<file path="src/verilog/sam_defines.svh">
// Constants for the servo alarm manager: codes, thresholds, timing, reset values
// Overview of operation
// - Any alarm raises the fault output, cuts the power stage, displays the code.
// - A warning displays its code while the power stage keeps running.
// - Clear a latched alarm by reset input, power cycle or parameter unit key.
// - Parameter, overcurrent, system, phase and encoder alarms clear only by power cycle.
// - If run is still on at clear, the drive restarts at once.
// - The front display steps through the code one character at a time.
// - Motor type not matching the configuration raises the parameter error.
// - Torque above 120 percent of rated raises the overload alarm.
// - Residual pulses above the overflow level setting raise deviation overflow.
// - Rotation opposite to the command raises the runaway alarm.
// - Speed above the permitted maximum raises the overspeed alarm.
// - Encoder phase A, B or S open or shorted raises encoder disconnection.
// - Overload and regeneration overload warnings come before their alarm thresholds.
// - Parameter unit link errors at power-up and on timeout show on the unit only.
// - DC bus voltage too high or too low raises the voltage alarm.
`ifndef SAM_DEFINES_SVH
`define SAM_DEFINES_SVH

// ****************************************
// Alarm and warning codes
// ****************************************
`define SAM_C_PARAM 8'h04
`define SAM_C_OVERCUR 8'h10
`define SAM_C_REGEN_ERR 8'h30
`define SAM_C_REGEN_OVL 8'h32
`define SAM_C_VOLT 8'h40
`define SAM_C_OVERSPEED 8'h51
`define SAM_C_OVERLOAD 8'h70
`define SAM_C_DB_OVL 8'h73
`define SAM_C_INRUSH 8'h74
`define SAM_C_OVERHEAT 8'h7a
`define SAM_C_SYSTEM 8'hbf
`define SAM_C_RUNAWAY 8'hc1
`define SAM_C_PHASE 8'hc2
`define SAM_C_ENCODER 8'hc3
`define SAM_C_DEVIATION 8'hd0
`define SAM_C_WARN_OVL 8'h91
`define SAM_C_WARN_REGEN 8'h92
`define SAM_C_NONE 8'h00

// ****************************************
// Thresholds in percent
// ****************************************
`define SAM_OVL_ALARM_PCT 10'd120
`define SAM_OVL_WARN_PCT 10'd100
`define SAM_REGEN_ALARM_PCT 8'd100
`define SAM_REGEN_WARN_PCT 8'd85

// ****************************************
// Timing
// ****************************************
`define SAM_CLK_KHZ 50000
`define SAM_DISP_STEP_MS 500
`define SAM_PU_INIT_MS 100

// ****************************************
// Reset values
// ****************************************
`define SAM_RST_CODE 8'h00
`define SAM_RST_SEG 8'h00

`endif

</file>
<file path="src/verilog/sam_pkg.sv">
// Types shared by the servo alarm manager
package sam_pkg;
   typedef enum logic [1:0] {
      SAM_ST_NORMAL = 2'b00,
      SAM_ST_ALARM = 2'b01,
      SAM_ST_HARD = 2'b10
   } sam_state_e;
endpackage

</file>
<file path="src/verilog/sam_alarm_manager.sv">
// Top of the servo alarm manager: latch, clear, power enable, link errors
`timescale 1ns/100ps
`include "sam_defines.svh"
module sam_alarm_manager #(
   parameter int PW = 24,
   parameter logic [15:0] MAX_SPEED = 16'd5000,
   parameter logic [11:0] DC_MIN = 12'd200,
   parameter logic [11:0] DC_MAX = 12'd400,
   parameter int DISP_STEP_CYC = `SAM_DISP_STEP_MS * `SAM_CLK_KHZ,
   parameter int PU_INIT_CYC = `SAM_PU_INIT_MS * `SAM_CLK_KHZ
) (
   // Clock and reset (reset stands for a power cycle)
   input wire logic i_clk,
   input wire logic i_srst,
   // Host pins
   input wire logic i_alarm_reset,
   input wire logic i_run,
   // Parameter unit
   input wire logic i_key_reset,
   input wire logic i_pu_rx_ok,
   input wire logic i_pu_timeout,
   // Monitors
   input wire logic [3:0] i_motor_type,
   input wire logic [3:0] i_cfg_motor_type,
   input wire logic [9:0] i_torque_pct,
   input wire logic [7:0] i_regen_pct,
   input wire logic [PW-1:0] i_resid_pulses,
   input wire logic [PW-1:0] i_overflow_level_setting,
   input wire logic i_cmd_dir,
   input wire logic i_meas_dir,
   input wire logic i_moving,
   input wire logic [15:0] i_speed,
   input wire logic [2:0] i_enc_open,
   input wire logic [2:0] i_enc_short,
   input wire logic [11:0] i_dc_volt,
   input wire logic i_overcurrent,
   input wire logic i_sys_error,
   input wire logic i_phase_error,
   input wire logic i_regen_error,
   input wire logic i_db_overload,
   input wire logic i_inrush_overload,
   input wire logic i_overheat,
   // Status
   output logic o_fault_output,
   output logic o_power_enable,
   output logic [7:0] o_alarm_code,
   output logic o_warning,
   output logic [7:0] o_seg,
   output logic o_pu_err_init,
   output logic o_pu_err_timeout
);
   typedef struct packed {
      logic [2:0] rst_sync;
      logic [2:0] run_sync;
      logic rst_lvl;
      logic run_lvl;
      sam_pkg::sam_state_e st;
      logic [7:0] code;
      logic fault;
      logic pwr_en;
      logic warn;
      logic [31:0] pu_cnt;
      logic pu_seen;
      logic pu_init_err;
      logic pu_to_err;
   } sam_mgr_s;

   sam_mgr_s s;
   sam_mgr_s next_s;
   logic det_alarm;
   logic [7:0] det_code;
   logic det_warn;
   logic [7:0] det_wcode;
   logic clear_req;
   logic disp_show;
   logic [7:0] disp_code;

   function automatic logic sam_is_hard(input logic [7:0] c);
      return c == `SAM_C_PARAM || c == `SAM_C_OVERCUR || c == `SAM_C_SYSTEM ||
             c == `SAM_C_PHASE || c == `SAM_C_ENCODER;
   endfunction

   // ****************************************
   // Detection
   // ****************************************
   sam_detect #(
      .PW(PW),
      .MAX_SPEED(MAX_SPEED),
      .DC_MIN(DC_MIN),
      .DC_MAX(DC_MAX)
   ) u_detect (
      .i_clk(i_clk),
      .i_srst(i_srst),
      .i_motor_type(i_motor_type),
      .i_cfg_motor_type(i_cfg_motor_type),
      .i_torque_pct(i_torque_pct),
      .i_regen_pct(i_regen_pct),
      .i_resid_pulses(i_resid_pulses),
      .i_overflow_level_setting(i_overflow_level_setting),
      .i_cmd_dir(i_cmd_dir),
      .i_meas_dir(i_meas_dir),
      .i_moving(i_moving),
      .i_speed(i_speed),
      .i_enc_open(i_enc_open),
      .i_enc_short(i_enc_short),
      .i_dc_volt(i_dc_volt),
      .i_overcurrent(i_overcurrent),
      .i_sys_error(i_sys_error),
      .i_phase_error(i_phase_error),
      .i_regen_error(i_regen_error),
      .i_db_overload(i_db_overload),
      .i_inrush_overload(i_inrush_overload),
      .i_overheat(i_overheat),
      .o_alarm(det_alarm),
      .o_alarm_code(det_code),
      .o_warn(det_warn),
      .o_warn_code(det_wcode)
   );

   // ****************************************
   // Alarm state
   // ****************************************
   // Level reset, not edge: a held reset keeps clearing once the cause is gone
   assign clear_req = s.rst_lvl | i_key_reset;

   always_comb begin
      next_s = s;
      next_s.rst_sync = {s.rst_sync[1:0], i_alarm_reset};
      next_s.run_sync = {s.run_sync[1:0], i_run};
      if (s.rst_sync[1] == s.rst_sync[2]) begin
         next_s.rst_lvl = s.rst_sync[1];
      end
      if (s.run_sync[1] == s.run_sync[2]) begin
         next_s.run_lvl = s.run_sync[1];
      end
      next_s.warn = det_warn;
      unique case (s.st)
         sam_pkg::SAM_ST_NORMAL: begin
            if (det_alarm) begin
               next_s.code = det_code;
               next_s.fault = 1'b1;
               next_s.pwr_en = 1'b0;
               next_s.st = sam_is_hard(det_code) ? sam_pkg::SAM_ST_HARD
                                                 : sam_pkg::SAM_ST_ALARM;
            end else begin
               // Warnings leave the stage running
               next_s.pwr_en = s.run_lvl;
            end
         end
         sam_pkg::SAM_ST_ALARM: begin
            // A fresh detection in the clear cycle wins; code stays held
            if (clear_req && !det_alarm) begin
               next_s.st = sam_pkg::SAM_ST_NORMAL;
               next_s.code = `SAM_RST_CODE;
               next_s.fault = 1'b0;
               // No guard here: the host must drop run before clearing
               next_s.pwr_en = s.run_lvl;
            end
         end
         sam_pkg::SAM_ST_HARD: begin
            // Only the power-cycle reset leaves this state
            next_s.st = sam_pkg::SAM_ST_HARD;
         end
         default: begin
            next_s.st = sam_pkg::SAM_ST_HARD;
            next_s.fault = 1'b1;
            next_s.pwr_en = 1'b0;
         end
      endcase
      // Parameter unit link supervision
      if (i_pu_rx_ok) begin
         next_s.pu_seen = 1'b1;
         next_s.pu_init_err = 1'b0;
      end else if (!s.pu_seen && !s.pu_init_err) begin
         if (s.pu_cnt == 32'(PU_INIT_CYC - 1)) begin
            next_s.pu_init_err = 1'b1;
         end else begin
            next_s.pu_cnt = s.pu_cnt + 32'h1;
         end
      end
      if (i_pu_timeout) begin
         next_s.pu_to_err = 1'b1;
      end else if (i_pu_rx_ok) begin
         next_s.pu_to_err = 1'b0;
      end
   end

   always_ff @(posedge i_clk) begin
      if (i_srst) begin
         s <= '0;
      end else begin
         s <= next_s;
      end
   end

   // ****************************************
   // Display
   // ****************************************
   // Link errors never reach this display, only the parameter unit flags
   assign disp_show = s.fault | s.warn;
   assign disp_code = s.fault ? s.code : det_wcode;

   sam_display #(
      .STEP_CYC(DISP_STEP_CYC)
   ) u_display (
      .i_clk(i_clk),
      .i_srst(i_srst),
      .i_show(disp_show),
      .i_code(disp_code),
      .o_seg(o_seg)
   );

   assign o_fault_output = s.fault;
   assign o_power_enable = s.pwr_en;
   assign o_alarm_code = s.code;
   assign o_warning = s.warn;
   assign o_pu_err_init = s.pu_init_err;
   assign o_pu_err_timeout = s.pu_to_err;

   // ****************************************
   // Assertions
   // ****************************************
   property p_alarm_outputs;
      @(posedge i_clk) disable iff (i_srst)
      s.st != sam_pkg::SAM_ST_NORMAL |-> s.fault && !s.pwr_en;
   endproperty
   a_alarm_outputs: assert property (p_alarm_outputs)
      else $error("alarm state without fault or with power on");

   property p_latch;
      @(posedge i_clk) disable iff (i_srst)
      s.st == sam_pkg::SAM_ST_NORMAL && det_alarm |=> s.fault && s.code == $past(det_code);
   endproperty
   a_latch: assert property (p_latch)
      else $error("detected alarm not latched");

   property p_warn_run;
      @(posedge i_clk) disable iff (i_srst)
      s.st == sam_pkg::SAM_ST_NORMAL && !det_alarm && s.run_lvl |=> s.pwr_en && !s.fault;
   endproperty
   a_warn_run: assert property (p_warn_run)
      else $error("power stage off without alarm");

   property p_clear;
      @(posedge i_clk) disable iff (i_srst)
      s.st == sam_pkg::SAM_ST_ALARM && clear_req && !det_alarm
      |=> s.st == sam_pkg::SAM_ST_NORMAL && !s.fault;
   endproperty
   a_clear: assert property (p_clear)
      else $error("soft alarm not cleared");

   property p_hard_class;
      @(posedge i_clk) disable iff (i_srst)
      s.st == sam_pkg::SAM_ST_NORMAL && det_alarm && sam_is_hard(det_code)
      |=> s.st == sam_pkg::SAM_ST_HARD ##1 s.st == sam_pkg::SAM_ST_HARD;
   endproperty
   a_hard_class: assert property (p_hard_class)
      else $error("power-cycle alarm left or misclassified");

   property p_resume;
      @(posedge i_clk) disable iff (i_srst)
      s.st == sam_pkg::SAM_ST_ALARM && clear_req && !det_alarm && s.run_lvl |=> s.pwr_en;
   endproperty
   a_resume: assert property (p_resume)
      else $error("drive did not resume after clear with run on");

   property p_hold;
      @(posedge i_clk) disable iff (i_srst)
      s.st != sam_pkg::SAM_ST_NORMAL && !(s.st == sam_pkg::SAM_ST_ALARM && clear_req)
      |=> $stable(s.code);
   endproperty
   a_hold: assert property (p_hold)
      else $error("held alarm code changed");

   property p_pu_init;
      @(posedge i_clk) disable iff (i_srst)
      !s.pu_seen && !s.pu_init_err && !i_pu_rx_ok && s.pu_cnt == 32'(PU_INIT_CYC - 1)
      |=> s.pu_init_err && (!s.fault || $past(s.fault || det_alarm));
   endproperty
   a_pu_init: assert property (p_pu_init)
      else $error("power-up link error not flagged");

   c_alarm: cover property (@(posedge i_clk) disable iff (i_srst)
      s.st == sam_pkg::SAM_ST_NORMAL ##1 s.st == sam_pkg::SAM_ST_ALARM);
   c_hard: cover property (@(posedge i_clk) disable iff (i_srst)
      s.st == sam_pkg::SAM_ST_HARD);
   c_resume: cover property (@(posedge i_clk) disable iff (i_srst)
      s.st == sam_pkg::SAM_ST_ALARM ##1 s.pwr_en);
   c_warn: cover property (@(posedge i_clk) disable iff (i_srst)
      s.warn && s.pwr_en);
endmodule // sam_alarm_manager

</file>
<file path="src/verilog/sam_detect.sv">
// Monitor comparators and priority encoder for alarm and warning codes
`timescale 1ns/100ps
`include "sam_defines.svh"
module sam_detect #(
   parameter int PW = 24,
   parameter logic [15:0] MAX_SPEED = 16'd5000,
   parameter logic [11:0] DC_MIN = 12'd200,
   parameter logic [11:0] DC_MAX = 12'd400
) (
   // Clock and reset
   input wire logic i_clk,
   input wire logic i_srst,
   // Monitors
   input wire logic [3:0] i_motor_type,
   input wire logic [3:0] i_cfg_motor_type,
   input wire logic [9:0] i_torque_pct,
   input wire logic [7:0] i_regen_pct,
   input wire logic [PW-1:0] i_resid_pulses,
   input wire logic [PW-1:0] i_overflow_level_setting,
   input wire logic i_cmd_dir,
   input wire logic i_meas_dir,
   input wire logic i_moving,
   input wire logic [15:0] i_speed,
   input wire logic [2:0] i_enc_open,
   input wire logic [2:0] i_enc_short,
   input wire logic [11:0] i_dc_volt,
   input wire logic i_overcurrent,
   input wire logic i_sys_error,
   input wire logic i_phase_error,
   input wire logic i_regen_error,
   input wire logic i_db_overload,
   input wire logic i_inrush_overload,
   input wire logic i_overheat,
   // Results
   output logic o_alarm,
   output logic [7:0] o_alarm_code,
   output logic o_warn,
   output logic [7:0] o_warn_code
);
   typedef struct packed {
      logic alarm;
      logic [7:0] code;
      logic warn;
      logic [7:0] wcode;
   } sam_det_s;

   sam_det_s s;
   sam_det_s next_s;

   // Power-cycle-only faults rank first so they are never masked by a soft one
   always_comb begin
      next_s = '0;
      next_s.alarm = 1'b1;
      if (i_motor_type != i_cfg_motor_type) begin
         next_s.code = `SAM_C_PARAM;
      end else if (i_overcurrent) begin
         next_s.code = `SAM_C_OVERCUR;
      end else if (i_sys_error) begin
         next_s.code = `SAM_C_SYSTEM;
      end else if (i_phase_error) begin
         next_s.code = `SAM_C_PHASE;
      end else if (|(i_enc_open | i_enc_short)) begin
         next_s.code = `SAM_C_ENCODER;
      end else if (i_dc_volt > DC_MAX || i_dc_volt < DC_MIN) begin
         next_s.code = `SAM_C_VOLT;
      end else if (i_regen_error) begin
         next_s.code = `SAM_C_REGEN_ERR;
      end else if (i_regen_pct > `SAM_REGEN_ALARM_PCT) begin
         next_s.code = `SAM_C_REGEN_OVL;
      end else if (i_speed > MAX_SPEED) begin
         next_s.code = `SAM_C_OVERSPEED;
      end else if (i_torque_pct > `SAM_OVL_ALARM_PCT) begin
         next_s.code = `SAM_C_OVERLOAD;
      end else if (i_db_overload) begin
         next_s.code = `SAM_C_DB_OVL;
      end else if (i_inrush_overload) begin
         next_s.code = `SAM_C_INRUSH;
      end else if (i_overheat) begin
         next_s.code = `SAM_C_OVERHEAT;
      end else if (i_moving && i_meas_dir != i_cmd_dir) begin
         next_s.code = `SAM_C_RUNAWAY;
      end else if (i_resid_pulses > i_overflow_level_setting) begin
         next_s.code = `SAM_C_DEVIATION;
      end else begin
         next_s.alarm = 1'b0;
      end
      next_s.warn = 1'b1;
      if (i_torque_pct > `SAM_OVL_WARN_PCT) begin
         next_s.wcode = `SAM_C_WARN_OVL;
      end else if (i_regen_pct > `SAM_REGEN_WARN_PCT) begin
         next_s.wcode = `SAM_C_WARN_REGEN;
      end else begin
         next_s.warn = 1'b0;
      end
   end

   always_ff @(posedge i_clk) begin
      if (i_srst) begin
         s <= '0;
      end else begin
         s <= next_s;
      end
   end

   assign o_alarm = s.alarm;
   assign o_alarm_code = s.code;
   assign o_warn = s.warn;
   assign o_warn_code = s.wcode;
endmodule // sam_detect

</file>
<file path="src/verilog/sam_display.sv">
// Front-panel sequencer: shows A, dot, high digit, low digit, blank in turn
`timescale 1ns/100ps
`include "sam_defines.svh"
module sam_display #(
   parameter int STEP_CYC = 25000000
) (
   // Clock and reset
   input wire logic i_clk,
   input wire logic i_srst,
   // Code to show
   input wire logic i_show,
   input wire logic [7:0] i_code,
   // Segments, bit 7 is the dot
   output logic [7:0] o_seg
);
   typedef struct packed {
      logic [31:0] cnt;
      logic [2:0] idx;
      logic [7:0] seg;
   } sam_disp_s;

   sam_disp_s s;
   sam_disp_s next_s;

   function automatic logic [7:0] sam_hex_seg(input logic [3:0] d);
      logic [7:0] p;
      p = 8'h00;
      unique case (d)
         4'h0: p = 8'h3f;
         4'h1: p = 8'h06;
         4'h2: p = 8'h5b;
         4'h3: p = 8'h4f;
         4'h4: p = 8'h66;
         4'h5: p = 8'h6d;
         4'h6: p = 8'h7d;
         4'h7: p = 8'h07;
         4'h8: p = 8'h7f;
         4'h9: p = 8'h6f;
         4'ha: p = 8'h77;
         4'hb: p = 8'h7c;
         4'hc: p = 8'h39;
         4'hd: p = 8'h5e;
         4'he: p = 8'h79;
         4'hf: p = 8'h71;
      endcase
      return p;
   endfunction

   always_comb begin
      next_s = s;
      if (!i_show) begin
         next_s = '0;
      end else begin
         if (s.cnt == 32'(STEP_CYC - 1)) begin
            next_s.cnt = '0;
            next_s.idx = (s.idx == 3'h4) ? 3'h0 : s.idx + 3'h1;
         end else begin
            next_s.cnt = s.cnt + 32'h1;
         end
         case (next_s.idx)
            3'h0: next_s.seg = sam_hex_seg(4'ha);
            3'h1: next_s.seg = 8'h80;
            3'h2: next_s.seg = sam_hex_seg(i_code[7:4]);
            3'h3: next_s.seg = sam_hex_seg(i_code[3:0]);
            default: next_s.seg = 8'h00;
         endcase
      end
   end

   always_ff @(posedge i_clk) begin
      if (i_srst) begin
         s <= '0;
      end else begin
         s <= next_s;
      end
   end

   assign o_seg = s.seg;
endmodule // sam_display

</file>
<file path="config.mk">
export PLATFORM = sky130hd
export DESIGN_NAME = sam_alarm_manager
export DESIGN_NICKNAME = d
export VERILOG_FILES = /design/src/verilog/sam_pkg.sv /design/src/verilog/sam_alarm_manager.sv /design/src/verilog/sam_detect.sv /design/src/verilog/sam_display.sv
export VERILOG_INCLUDE_DIRS = /design/src /design/src/verilog
export SDC_FILE = /design/constraint.sdc
export NUM_CORES = 1
export LEC_CHECK = 0
export BUFFER_PORTS_ARGS = -buffer_cell sky130_fd_sc_hd__buf_2
export CORE_ASPECT_RATIO = 1.4
export CORE_MARGIN = 10
export CORE_UTILIZATION = 30
export DETAILED_ROUTE_END_ITERATION = 16
export PLACE_DENSITY = 0.6
export SYNTH_ARGS = -nofsm -noshare
export SYNTH_HDL_FRONTEND = slang
export SYNTH_SLANG_ARGS = --single-unit
</file>
<file path="constraint.sdc">
create_clock -name i_clk -period 3.4 [get_ports i_clk]
set_input_delay 0.34 -clock i_clk [delete_from_list [all_inputs] [get_ports i_clk]]
set_output_delay 0.34 -clock i_clk [all_outputs]
set_load 0.02 [all_outputs]
</file>
==> metrics.txt, run 1 <==
Max-Cap Viols 0; Sink Count around 110; Hold Path Class primary input to register; global route overflow 0; Worst-Skew Late Latency about 360 ps; Fin Setup TNS 0 ps; FF-to-FF Start o_fault_output; Yosys warning count 0; area delta synth->final 17.5%; full die area 0.0288 mm^2; flop2flop setup slack roughly 730 ps; share of cells above drive strength 1 between 10% and 20%; synth cell count leaders dfxtp_1 (111), nor2_1 (104), nand2_1 (64); post-CTS sizing 0; fin crit period approximately 2700 ps; HPWL after detailed placement 13,500 um; most common cell in the netlist dfxtp_1; Hold Path Stages 3; Final setup viols 0; Max VDD drop 0.000237 V; DRT iter0 DRCs 345; syn_area_per_cell about 8.1 um^2; Power Density between 300 and 400 mW/mm^2; Worst setup EP type register; sequential area share after synthesis between 30 and 40%; largest net degree at the start of global routing 40; Slew headroom around half; status finished, final reports clean; initial antenna violation count 0; Worst-path clk slew 70 ps; Tcrit/Tclk final 78.5%; Die Span Y between 150 and 200 um; LEAKAGE slightly above 3 nW; RSZ-0062 raised after global routing false; Core ar. about 0.022 mm^2; fmax roughly 0.37 GHz; row cnt 64; First-pass DRT Iterations 5; drt total wl 17,300 um; post-route DRC violation count 0; R2R depth 8; Port Buf Inserts about 150; die width approximately 150 um; # diodes 0; Hold EP o_pu_err_timeout; CTS tree yes; placed cell count 1,231; Slew Viols, Final 0; Via-to-Cell Ratio between 4 and 5; Total Routing Usage GR between 10% and 20%; non-filler cells, final between 1,000 and 1,500; setup bufs post-CTS 0; #FFs+latches synth about 110; Post-synth ARST share 0%; critical path class register to register; num ports between 100 and 150; first-pass GRT wire length slightly below 30,000 um; crit path max fanout 21; Crit path arrival time roughly 2900 ps; CTS Buf Count 9; Post-synth EDFFs 0; Clock Path Buffers 2; worst r2r dst u_display.o_seg[2]; hold_sp i_pu_timeout; clk_skew roughly 8.3 ps; Total Power 0.00272 W; Avg WL per Cell ~14 um; vias in the first global route between 6,000 and 7,000; vias about 6,000; Worst EP required 3640 ps; hold_buf cts 0; cell area after synthesis approximately 0.0067 mm^2; syn_nets 993; H-tree levels 3; Routed Antenna Nets 0; NumNets Final 1,110; clock root buffer clkbuf_16; ranking of synthesized cells by area dfxtp_1 (33%), ha_1 (7.5%), nor2_1 (5.8%), xnor2_1 (5.4%), a21oi_1 (3.8%); Top FF cell, synth dfxtp_1; top cell type's share of synthesized area about a third; post-synth cell types 71; CP Launch Type register; cell taking the most area after synthesis dfxtp_1; GP Congestion 0.817; Starting Density 30.5%; Final Hold Vio Count 0; Tightest Pin Transition ~780 ps; Cells after Synth roughly 830
## layout by cell type (no fill, tap or decap), types with 4 or more instances in the layout
cell type / Yosys / final
a21oi_1: 51 / 51
a221oi_1: 6 / 6
nor3_1: 30 / 30
a22oi_1: 10 / 10
nand3b_1: 6 / 6
nand2b_1: 10 / 10
mux2i_1: 13 / 13
nor2_1: 104 / 104
ha_1: 40 / 40
nor4_1: 17 / 17
buf_2: 2 / 145
nand4_1: 22 / 22
or3_1: 13 / 13
and4_1: 5 / 5
nand2_1: 64 / 64
dfxtp_1: 111 / 111
o21ai_0: 35 / 35
and3_1: 14 / 14
buf_4: 17 / 6
xor2_1: 18 / 18
nand3_1: 30 / 30
clkbuf_16: 0 / 9
a31oi_1: 5 / 5
o211ai_1: 4 / 4
inv_1: 47 / 47
a211oi_1: 9 / 9
nor2b_1: 11 / 11
nor4b_1: 6 / 6
xnor2_1: 41 / 41
## worst max-delay path, stage by stage (launching register included)
cell and delay, ps:
dfxtp_1 810, nor2b_1 130, a21oi_1 420, inv_1 120, ha_1 290, nand2b_1 190
a2bb2oi_1 180, a221oi_1 350, nor2_1 70
## routing by layer
metal	track usage (%)	share of wire, %	up-vias
met5	0	0	-
met4	4.79	2.2	0
met3	2.34	4.3	24
met2	20.5	49	130
met1	13.6	45	2819
li1	-	-	3172
## layout make-up
type                            instances  area (um^2)
Inverter                               47          176
Clock inverter                          6         46.3
Timing Repair Buffer                  151          771
Fill cell                            2339        14100
Sequential cell                       111         2220
Tap cell                              297          372
Multi-Input combinational cell        625         4060
Clock buffer                           10          229
## kinds of logic (layout without fill, tap and decap cells)
kind of cell	after synthesis	in the layout	synth area share, %
mux	14	14	2.28
simple gates	355	355	27.7
xor+xnor	59	59	7.72
compound gates	157	157	15.4
fa+ha+maj	40	40	7.47
buf+inv	92	214	6.26
flops	111	111	33.2
## worst max path at each step
stage / startpoint / end / slack, ps / cells after the start
after floorplan: o_fault_output / u_display.o_seg[4] / 720 / 13
after global routing: o_fault_output / u_display.o_seg[0] / 500 / 8
after CTS: o_fault_output / u_display.o_seg[4] / 770 / 10
final: o_fault_output / u_display.o_seg[2] / 730 / 8
after detailed placement: o_fault_output / u_display.o_seg[4] / 780 / 10
after global placement: o_fault_output / u_display.o_seg[4] / 830 / 10
## state kept, by name, indices dropped and copies added, names as in the netlist
register	cells
o_fault_output	1
u_display.o_seg	8
u_detect.o_warn_code	3
o_pu_err_timeout	1
u_detect.o_alarm	1
o_warning	1
next_s	4
o_alarm_code	8
u_detect.o_alarm_code	8
o_pu_err_init	1
u_display.s	35
s	39
o_power_enable	1
## metrics by stage
step	instance area [um^2]	setup slack (ps)	util (%)	hold slack, ps
floorplan	6700	722	-	414
global placement	7600	832	34.6	429
detailed placement	7600	776	34.6	432
CTS	7870	768	35.9	175
global route	7870	503	35.9	189
finish	7870	732	35.9	182
## where the power goes
| group | switching, W | internal, W |
|---|---|---|
| combinational | 0.000203 | 0.000160 |
| sequential | 0.0000332 | 0.00133 |
| clock | 0.000495 | 0.000502 |
| total | 0.000731 | 0.00199 |
Power figures use the tool's default switching activity.
==> run 2, diff against run 1 <==
- PLACE_DENSITY: 0.6 -> 0.62
- clock period: 3.4 -> 2.23 ns (I/O delays scaled with it)
==> metrics.txt, run 2 (synthesis gave the netlist of run 1 again) <==
Port Buf Inserts 145 (unchanged); LEAKAGE 3.19 nW (+3.8%); non-filler cells, final 1,264 (+1.4%); Largest Register s; Sink Count 111 (unchanged); fillers 2,289 (-2.1%); Hold Path Class primary input to register; largest net degree at the start of global routing 48 (+20%); Max-Cap Viols 0 (unchanged); global route overflow 0 (unchanged); Final Instance Area 0.00808 mm^2 (+2.7%); commonest non-fill, non-tap cell in the layout buf_2; Top Metal Used met5; Slew Viols, Final 0 (unchanged); Power Density 534 mW/mm^2 (+55%); status finished, final reports clean; drt total wl 17,200 um (-0.92%); H-tree levels 3 (unchanged); met2 WL 8470 um (+0.43%); clk_skew 8.77 ps (+0.431 ps); Tightest Pin Transition 567 ps (-211 ps); area delta synth->final 20.7%; vias in the first global route 6,179 (+1.6%); CP Launch Type register; fin crit period 2120 ps (-549 ps); share of cells above drive strength 1 21.5% (+1.6 points); Total Routing Usage GR 11.6% (-0.10 points); num ports 146 (unchanged); row cnt 64 (unchanged); Top Registers s x39, u_display.s x35; Crit path arrival time 2400 ps (-510 ps); met1 WL 7580 um (-2.5%); vias 6,222 (+1.3%); Starting Density 30.5% (unchanged); GP Congestion 0.806 (-1.3%); fmax 0.472 GHz (+26%); full die area 0.0288 mm^2 (unchanged); # diodes 0 (unchanged); RSZ-0062 raised after global routing true; NumNets Final 1,127 (+1.5%); CTS Buf Count 9 (unchanged); Worst setup EP type register; placed cell count 1,248 (+1.4%); flop2flop setup slack 110 ps (-620 ps); register area 0.00223 mm^2 (+0.17%); footprint of the multi-input gates 0.00409 mm^2 (+0.83%); DRT iter0 DRCs 415 (+20%); Final setup viols 0 (unchanged); Die Span Y 197 um (unchanged); critical path class register to register; post-route DRC violation count 0 (unchanged); clock root buffer clkbuf_16; Tcrit/Tclk final 95.0% (+17 points); first-pass GRT wire length 28,800 um (-0.55%); Core ar. 0.0219 mm^2 (unchanged); Worst-path clk slew 70 ps (about the same); crit path max fanout 6 (-71%); Routed Antenna Nets 0 (unchanged); HPWL after detailed placement 13,700 um (+1.4%); Clock Path Buffers 2 (unchanged); setup bufs post-CTS 0 (unchanged); max FFs per register 39 (unchanged); commonest non-fill, non-tap cells in the layout buf_2 (145), dfxtp_1 (110), nor2_1 (104), nand2_1 (64), a21oi_1 (51); Via-to-Cell Ratio 4.92 (-0.11%); Worst-Skew Late Latency 350 ps (about the same); die width 146 um (unchanged); Max VDD drop 0.000372 V (+57%); routed wl met3 721 um (-2.3%); First-pass DRT Iterations 5 (unchanged); CTS tree yes; Avg WL per Cell 13.6 um (-2.3%); initial antenna violation count 1 (+1); dpl cell area 0.00775 mm^2 (+2.1%); Worst EP required 2520 ps (-1120 ps); Final Hold Vio Count 0 (unchanged); Slew headroom 62.2% (+14 points)
run 2: cell count changes in the layout (fill, tap and decap cells not counted), moves of 2 or more:
cell	before	now
clkinv_4	2	0
o21ai_1	0	2
buf_4	6	22
o21ai_0	35	33
run 2: worst paths after layout:
kind / startpoint / to / cells past startpoint
setup / recovery: u_display.s[21] / u_display.o_seg[3] / 6
hold / removal: i_pu_rx_ok / o_pu_err_init / 2
hold reg to reg: next_s[54] / next_s[55] / 1
setup reg to reg: u_display.s[21] / u_display.o_seg[3] / 6
run 2: where the power goes:
group / internal (W) / switching [W]
combinational: 0.000258 / 0.000320
clock: 0.000943 / 0.000728
sequential: 0.00202 / 0.0000416
total: 0.00322 / 0.00109
run 2: repair_timing:
action	in CTS	in global routing
setup endpoints to repair	0	8
hold buffers	0	0
gates resized for setup	0	5
run 2: layer usage:
metal | track usage, % | vias up
met3 | 1.99 | 29
met2 | 20.9 | 138
met1 | 13.2 | 2846
met4 | 4.72 | 2
li1 | - | 3207
met5 | 0 | -
run 2: critical path: stages, from the launching register on:
cell and delay (ps):
dfxtp_1 340, or4_4 560, nor4_4 280, nand3_2 200
or3_1 380, a21o_1 190, a21oi_2 100
run 2: cell type report:
type                    count  area share [%]
clock buffers              12            3.19
repair buffers            168            11.3
inverters                  47            2.18
well taps                 297            4.60
multi-input cells         625            50.6
flip-flops and latches    111            27.5
clock inverters             4           0.635
run 2: per-stage QoR:
| stage | hold WS [ps] | util, % | TNS [ps] | power (W) | setup WS (ps) |
|---|---|---|---|---|---|
| after floorplan | 302 | - | 0 | 0.00247 | 8.75 |
| after global placement | 428 | 35.3 | 0 | 0.00269 | 112 |
| after detailed placement | 429 | 35.3 | 0 | 0.00269 | 76.8 |
| after CTS | 60.3 | 36.7 | 0 | 0.00437 | 88.1 |
| after global routing | 82.7 | 36.8 | -5.17 | 0.00451 | -5.17 |
| final | 73.3 | 36.8 | 0 | 0.00431 | 111 |
==> run 3, diff against run 2 <==
- SYNTH_HIERARCHICAL: not set -> 1
==> metrics.txt, run 3 <==
first-pass GRT wire length 30,500 um (+6.2%); power share of the combinational group 15.3% (+1.9 points); Final Hold Vio Count 0 (unchanged); share of cells above drive strength 1 24.5% (+3.0 points); final hold slack 87.6 ps (+14.3 ps); Hold Path Stages 3 (+1); #FFs+latches synth 111 (unchanged); post-synth cell types 77 (+8.5%); fillers 2,458 (+7.4%); Via-to-Cell Ratio 4.94 (+0.39%); HPWL after detailed placement 14,400 um (+5.6%); Power Density 511 mW/mm^2 (-4.2%); Max VDD drop 0.000321 V (-14%); sw frac 26.4% (+1.1 points); cell taking the most area after synthesis dfxtp_1; LEAKAGE 3.35 nW (+5.0%); cell area after synthesis 0.00698 mm^2 (+4.2%); First-pass DRT Iterations 4 (-1); synth cell count leaders dfxtp_1 (111), nor2_1 (86), a21oi_1 (58); Post-synth EDFFs 0 (unchanged); Core ar. 0.0231 mm^2 (+5.4%); Slew Viols, Final 0 (unchanged); global route overflow 0 (unchanged); Worst setup EP type register; row cnt 66 (+3.1%); commonest non-fill, non-tap cell in the layout buf_2; CP max stage cell mux4_2; internal power 0.00312 W (-3.2%); initial antenna violation count 0 (-1); # diodes 0 (unchanged); most common cell in the netlist dfxtp_1; Hold Path Class primary input to register; Final setup viols 0 (unchanged); Worst-Skew Late Latency 350 ps (about the same); Top Registers s x39, u_display/s x35; Cells after Synth 837 (+1.1%); share of power burned in registers 48.4% (+0.6 points); syn_area_per_cell 8.34 um^2 (+3.1%); Routed Antenna Nets 0 (unchanged); Buf+Inv Stages, Crit Path 2 (+2); Yosys warning count 6 (+6); post-route DRC violation count 0 (unchanged); Starting Density 30.2% (-0.33 points); Post-synth ARST share 0% (unchanged); max FFs per register 39 (unchanged); CTS Buf Count 9 (unchanged); area delta synth->final 18.7%; fin crit period 2120 ps (+4.87 ps); CP peak stage delay 470 ps (-90 ps); ranking of synthesized cells by area dfxtp_1 (32%), ha_1 (6.8%), nor2_1 (4.6%), a21oi_1 (4.2%), xnor2_1 (3.8%); most used cell, CP inv_1; flop2flop setup slack 110 ps (about the same); largest family of logic cells by synthesized area simple AND/OR/NAND/NOR gates; full die area 0.0299 mm^2 (+3.7%); RSZ-0062 raised after global routing true; GP Congestion 0.801 (-0.65%); vias in the first global route 6,553 (+6.1%); commonest non-fill, non-tap cells in the layout buf_2 (145), dfxtp_1 (110), nor2_1 (86), a21oi_1 (58), inv_1 (48); Place WS 60.8 ps (-16.1 ps); clk_skew 8.96 ps (+0.195 ps); clock share of power 36.2% (-2.5 points); CTS tree yes; Slew headroom 62.5% (+0.31 points); clock root buffer clkbuf_16; Tightest Pin Transition 557 ps (-9.86 ps); CP cell instances mux2_4, inv_1, ha_1, inv_1, mux4_2, a311oi_2, a211oi_1, nor3_1; Die Span Y 200 um (+1.9%); vias 6,330 (+1.7%); Crit path arrival time 2390 ps (about the same); Post-Synth XOR/XNOR Area 6.15% (-1.6 points); mux cell area share after synthesis 3.71% (+1.4 points); crit path max fanout 8 (+2); NumNets Final 1,133 (+0.53%); Compound-Gate Fraction of Synth Area 15.3% (-0.11 points); largest net degree at the start of global routing 35 (-27%); Largest Register s; status finished, final reports clean; hold_buf cts 0 (unchanged); Sink Count 111 (unchanged); critical path class register to register; Tcrit/Tclk final 95.2% (+0.22 points); R2R depth 8 (+2); Top FF cell, synth dfxtp_1; Total Routing Usage GR 12.0% (+0.36 points); top cell type's share of synthesized area 31.8% (-1.4 points); fmax 0.471 GHz (-0.23%); Final Util 35.8% (-0.99 points); Max-Cap Viols 0 (unchanged); Avg WL per Cell 13.9 um (+2.5%); drt total wl 17,800 um (+3.8%); CP Launch Type register; Clock Path Buffers 2 (unchanged); post-synthesis adder-cell area fraction 6.81% (-0.66 points); num ports 146 (unchanged); Synth Area in Simple Gates 28.7% (+1.0 points); critical path's top delay family multiplexers; Crit. path cell count 8 (+2); Worst EP required 2500 ps (-20 ps); fin worst setup slack 106 ps (-4.86 ps); Port Buf Inserts 145 (unchanged); DRT iter0 DRCs 280 (-33%); P_sw 0.00112 W (+2.6%); H-tree levels 3 (unchanged); Worst-path clk slew 70 ps (about the same); sequential area share after synthesis 31.8% (-1.4 points); die width 149 um (+1.8%)
run 3: cell types whose count changed after synthesis, sizes merged, moves of 11 or more:
cell and change:
nor3 -11, mux2 +11, buf +13, nand2 -21
or3 +11, xnor2 -11, nor2 -20
run 3: final timing paths:
| kind | startpoint | endpoint |
|---|---|---|
| max | o_fault_output | u_display/o_seg[3] |
| min | i_pu_timeout | o_pu_err_timeout |
| max reg2reg | o_fault_output | u_display/o_seg[3] |
| min reg2reg | next_s[54] | next_s[55] |
run 3: layout make-up:
class,count,area (um^2),area share [%]
multi-input cells,628,4280,51.6
flip-flops and latches,111,2230,26.9
repair buffers,172,941,11.4
well taps,306,383,4.62
clock buffers,10,239,2.88
inverters,48,180,2.17
clock inverters,6,45.0,0.543
run 3: power by group through the flow:
| stage | Combinational (W) | Sequential (W) | Clock (W) |
|---|---|---|---|
| after floorplan | 0.000428 | 0.00209 | 0 |
| after global routing | 0.000735 | 0.00206 | 0.00167 |
| after detailed placement | 0.000646 | 0.00210 | 0 |
| final | 0.000651 | 0.00205 | 0.00154 |
| after CTS | 0.000650 | 0.00205 | 0.00160 |
| after global placement | 0.000632 | 0.00210 | 0 |
run 3: through the flow:
| stage | instance area [um^2] | power, W | TNS, ps | cells |
|---|---|---|---|---|
| after floorplan | 7000 | 0.00252 | 0 | 840 |
| final | 8290 | 0.00424 | 0 | 1281 |
| after CTS | 8260 | 0.00430 | 0 | 1280 |
| after detailed placement | 7970 | 0.00275 | 0 | 1264 |
| after global routing | 8290 | 0.00447 | -84.4 | 1281 |
| after global placement | 7970 | 0.00273 | 0 | 1264 |
run 3: kinds of logic (layout without fill, tap and decap cells):
family,count (synthesis),count (layout)
and+or+nand+nor,347,347
buffers and inverters,101,236
muxes,22,22
xor gates and xnor gates,49,49
AOI/OAI and AO/OA,168,168
adders and majority gates,38,38
other,1,4
DFF,111,111
run 3: routing by layer:
metal / share of wire, % / global-route usage (%)
met1: 42 / 12.9
met2: 51 / 21.5
met3: 5.6 / 3.34
met4: 1.7 / 4.18
met5: 0 / 0
run 3: what timing repair did:
action | 4_1_cts | 5_1_grt
endpoints found under the hold margin | 0 | 0
gates resized for setup | 0 | 6
setup endpoints to repair | 0 | 5
setup buffers | 0 | 1
run 3: worst min-delay path, cell delays in order:
cell	delay, ps
buf_2	80
a21oi_1	30
nor2_1	70
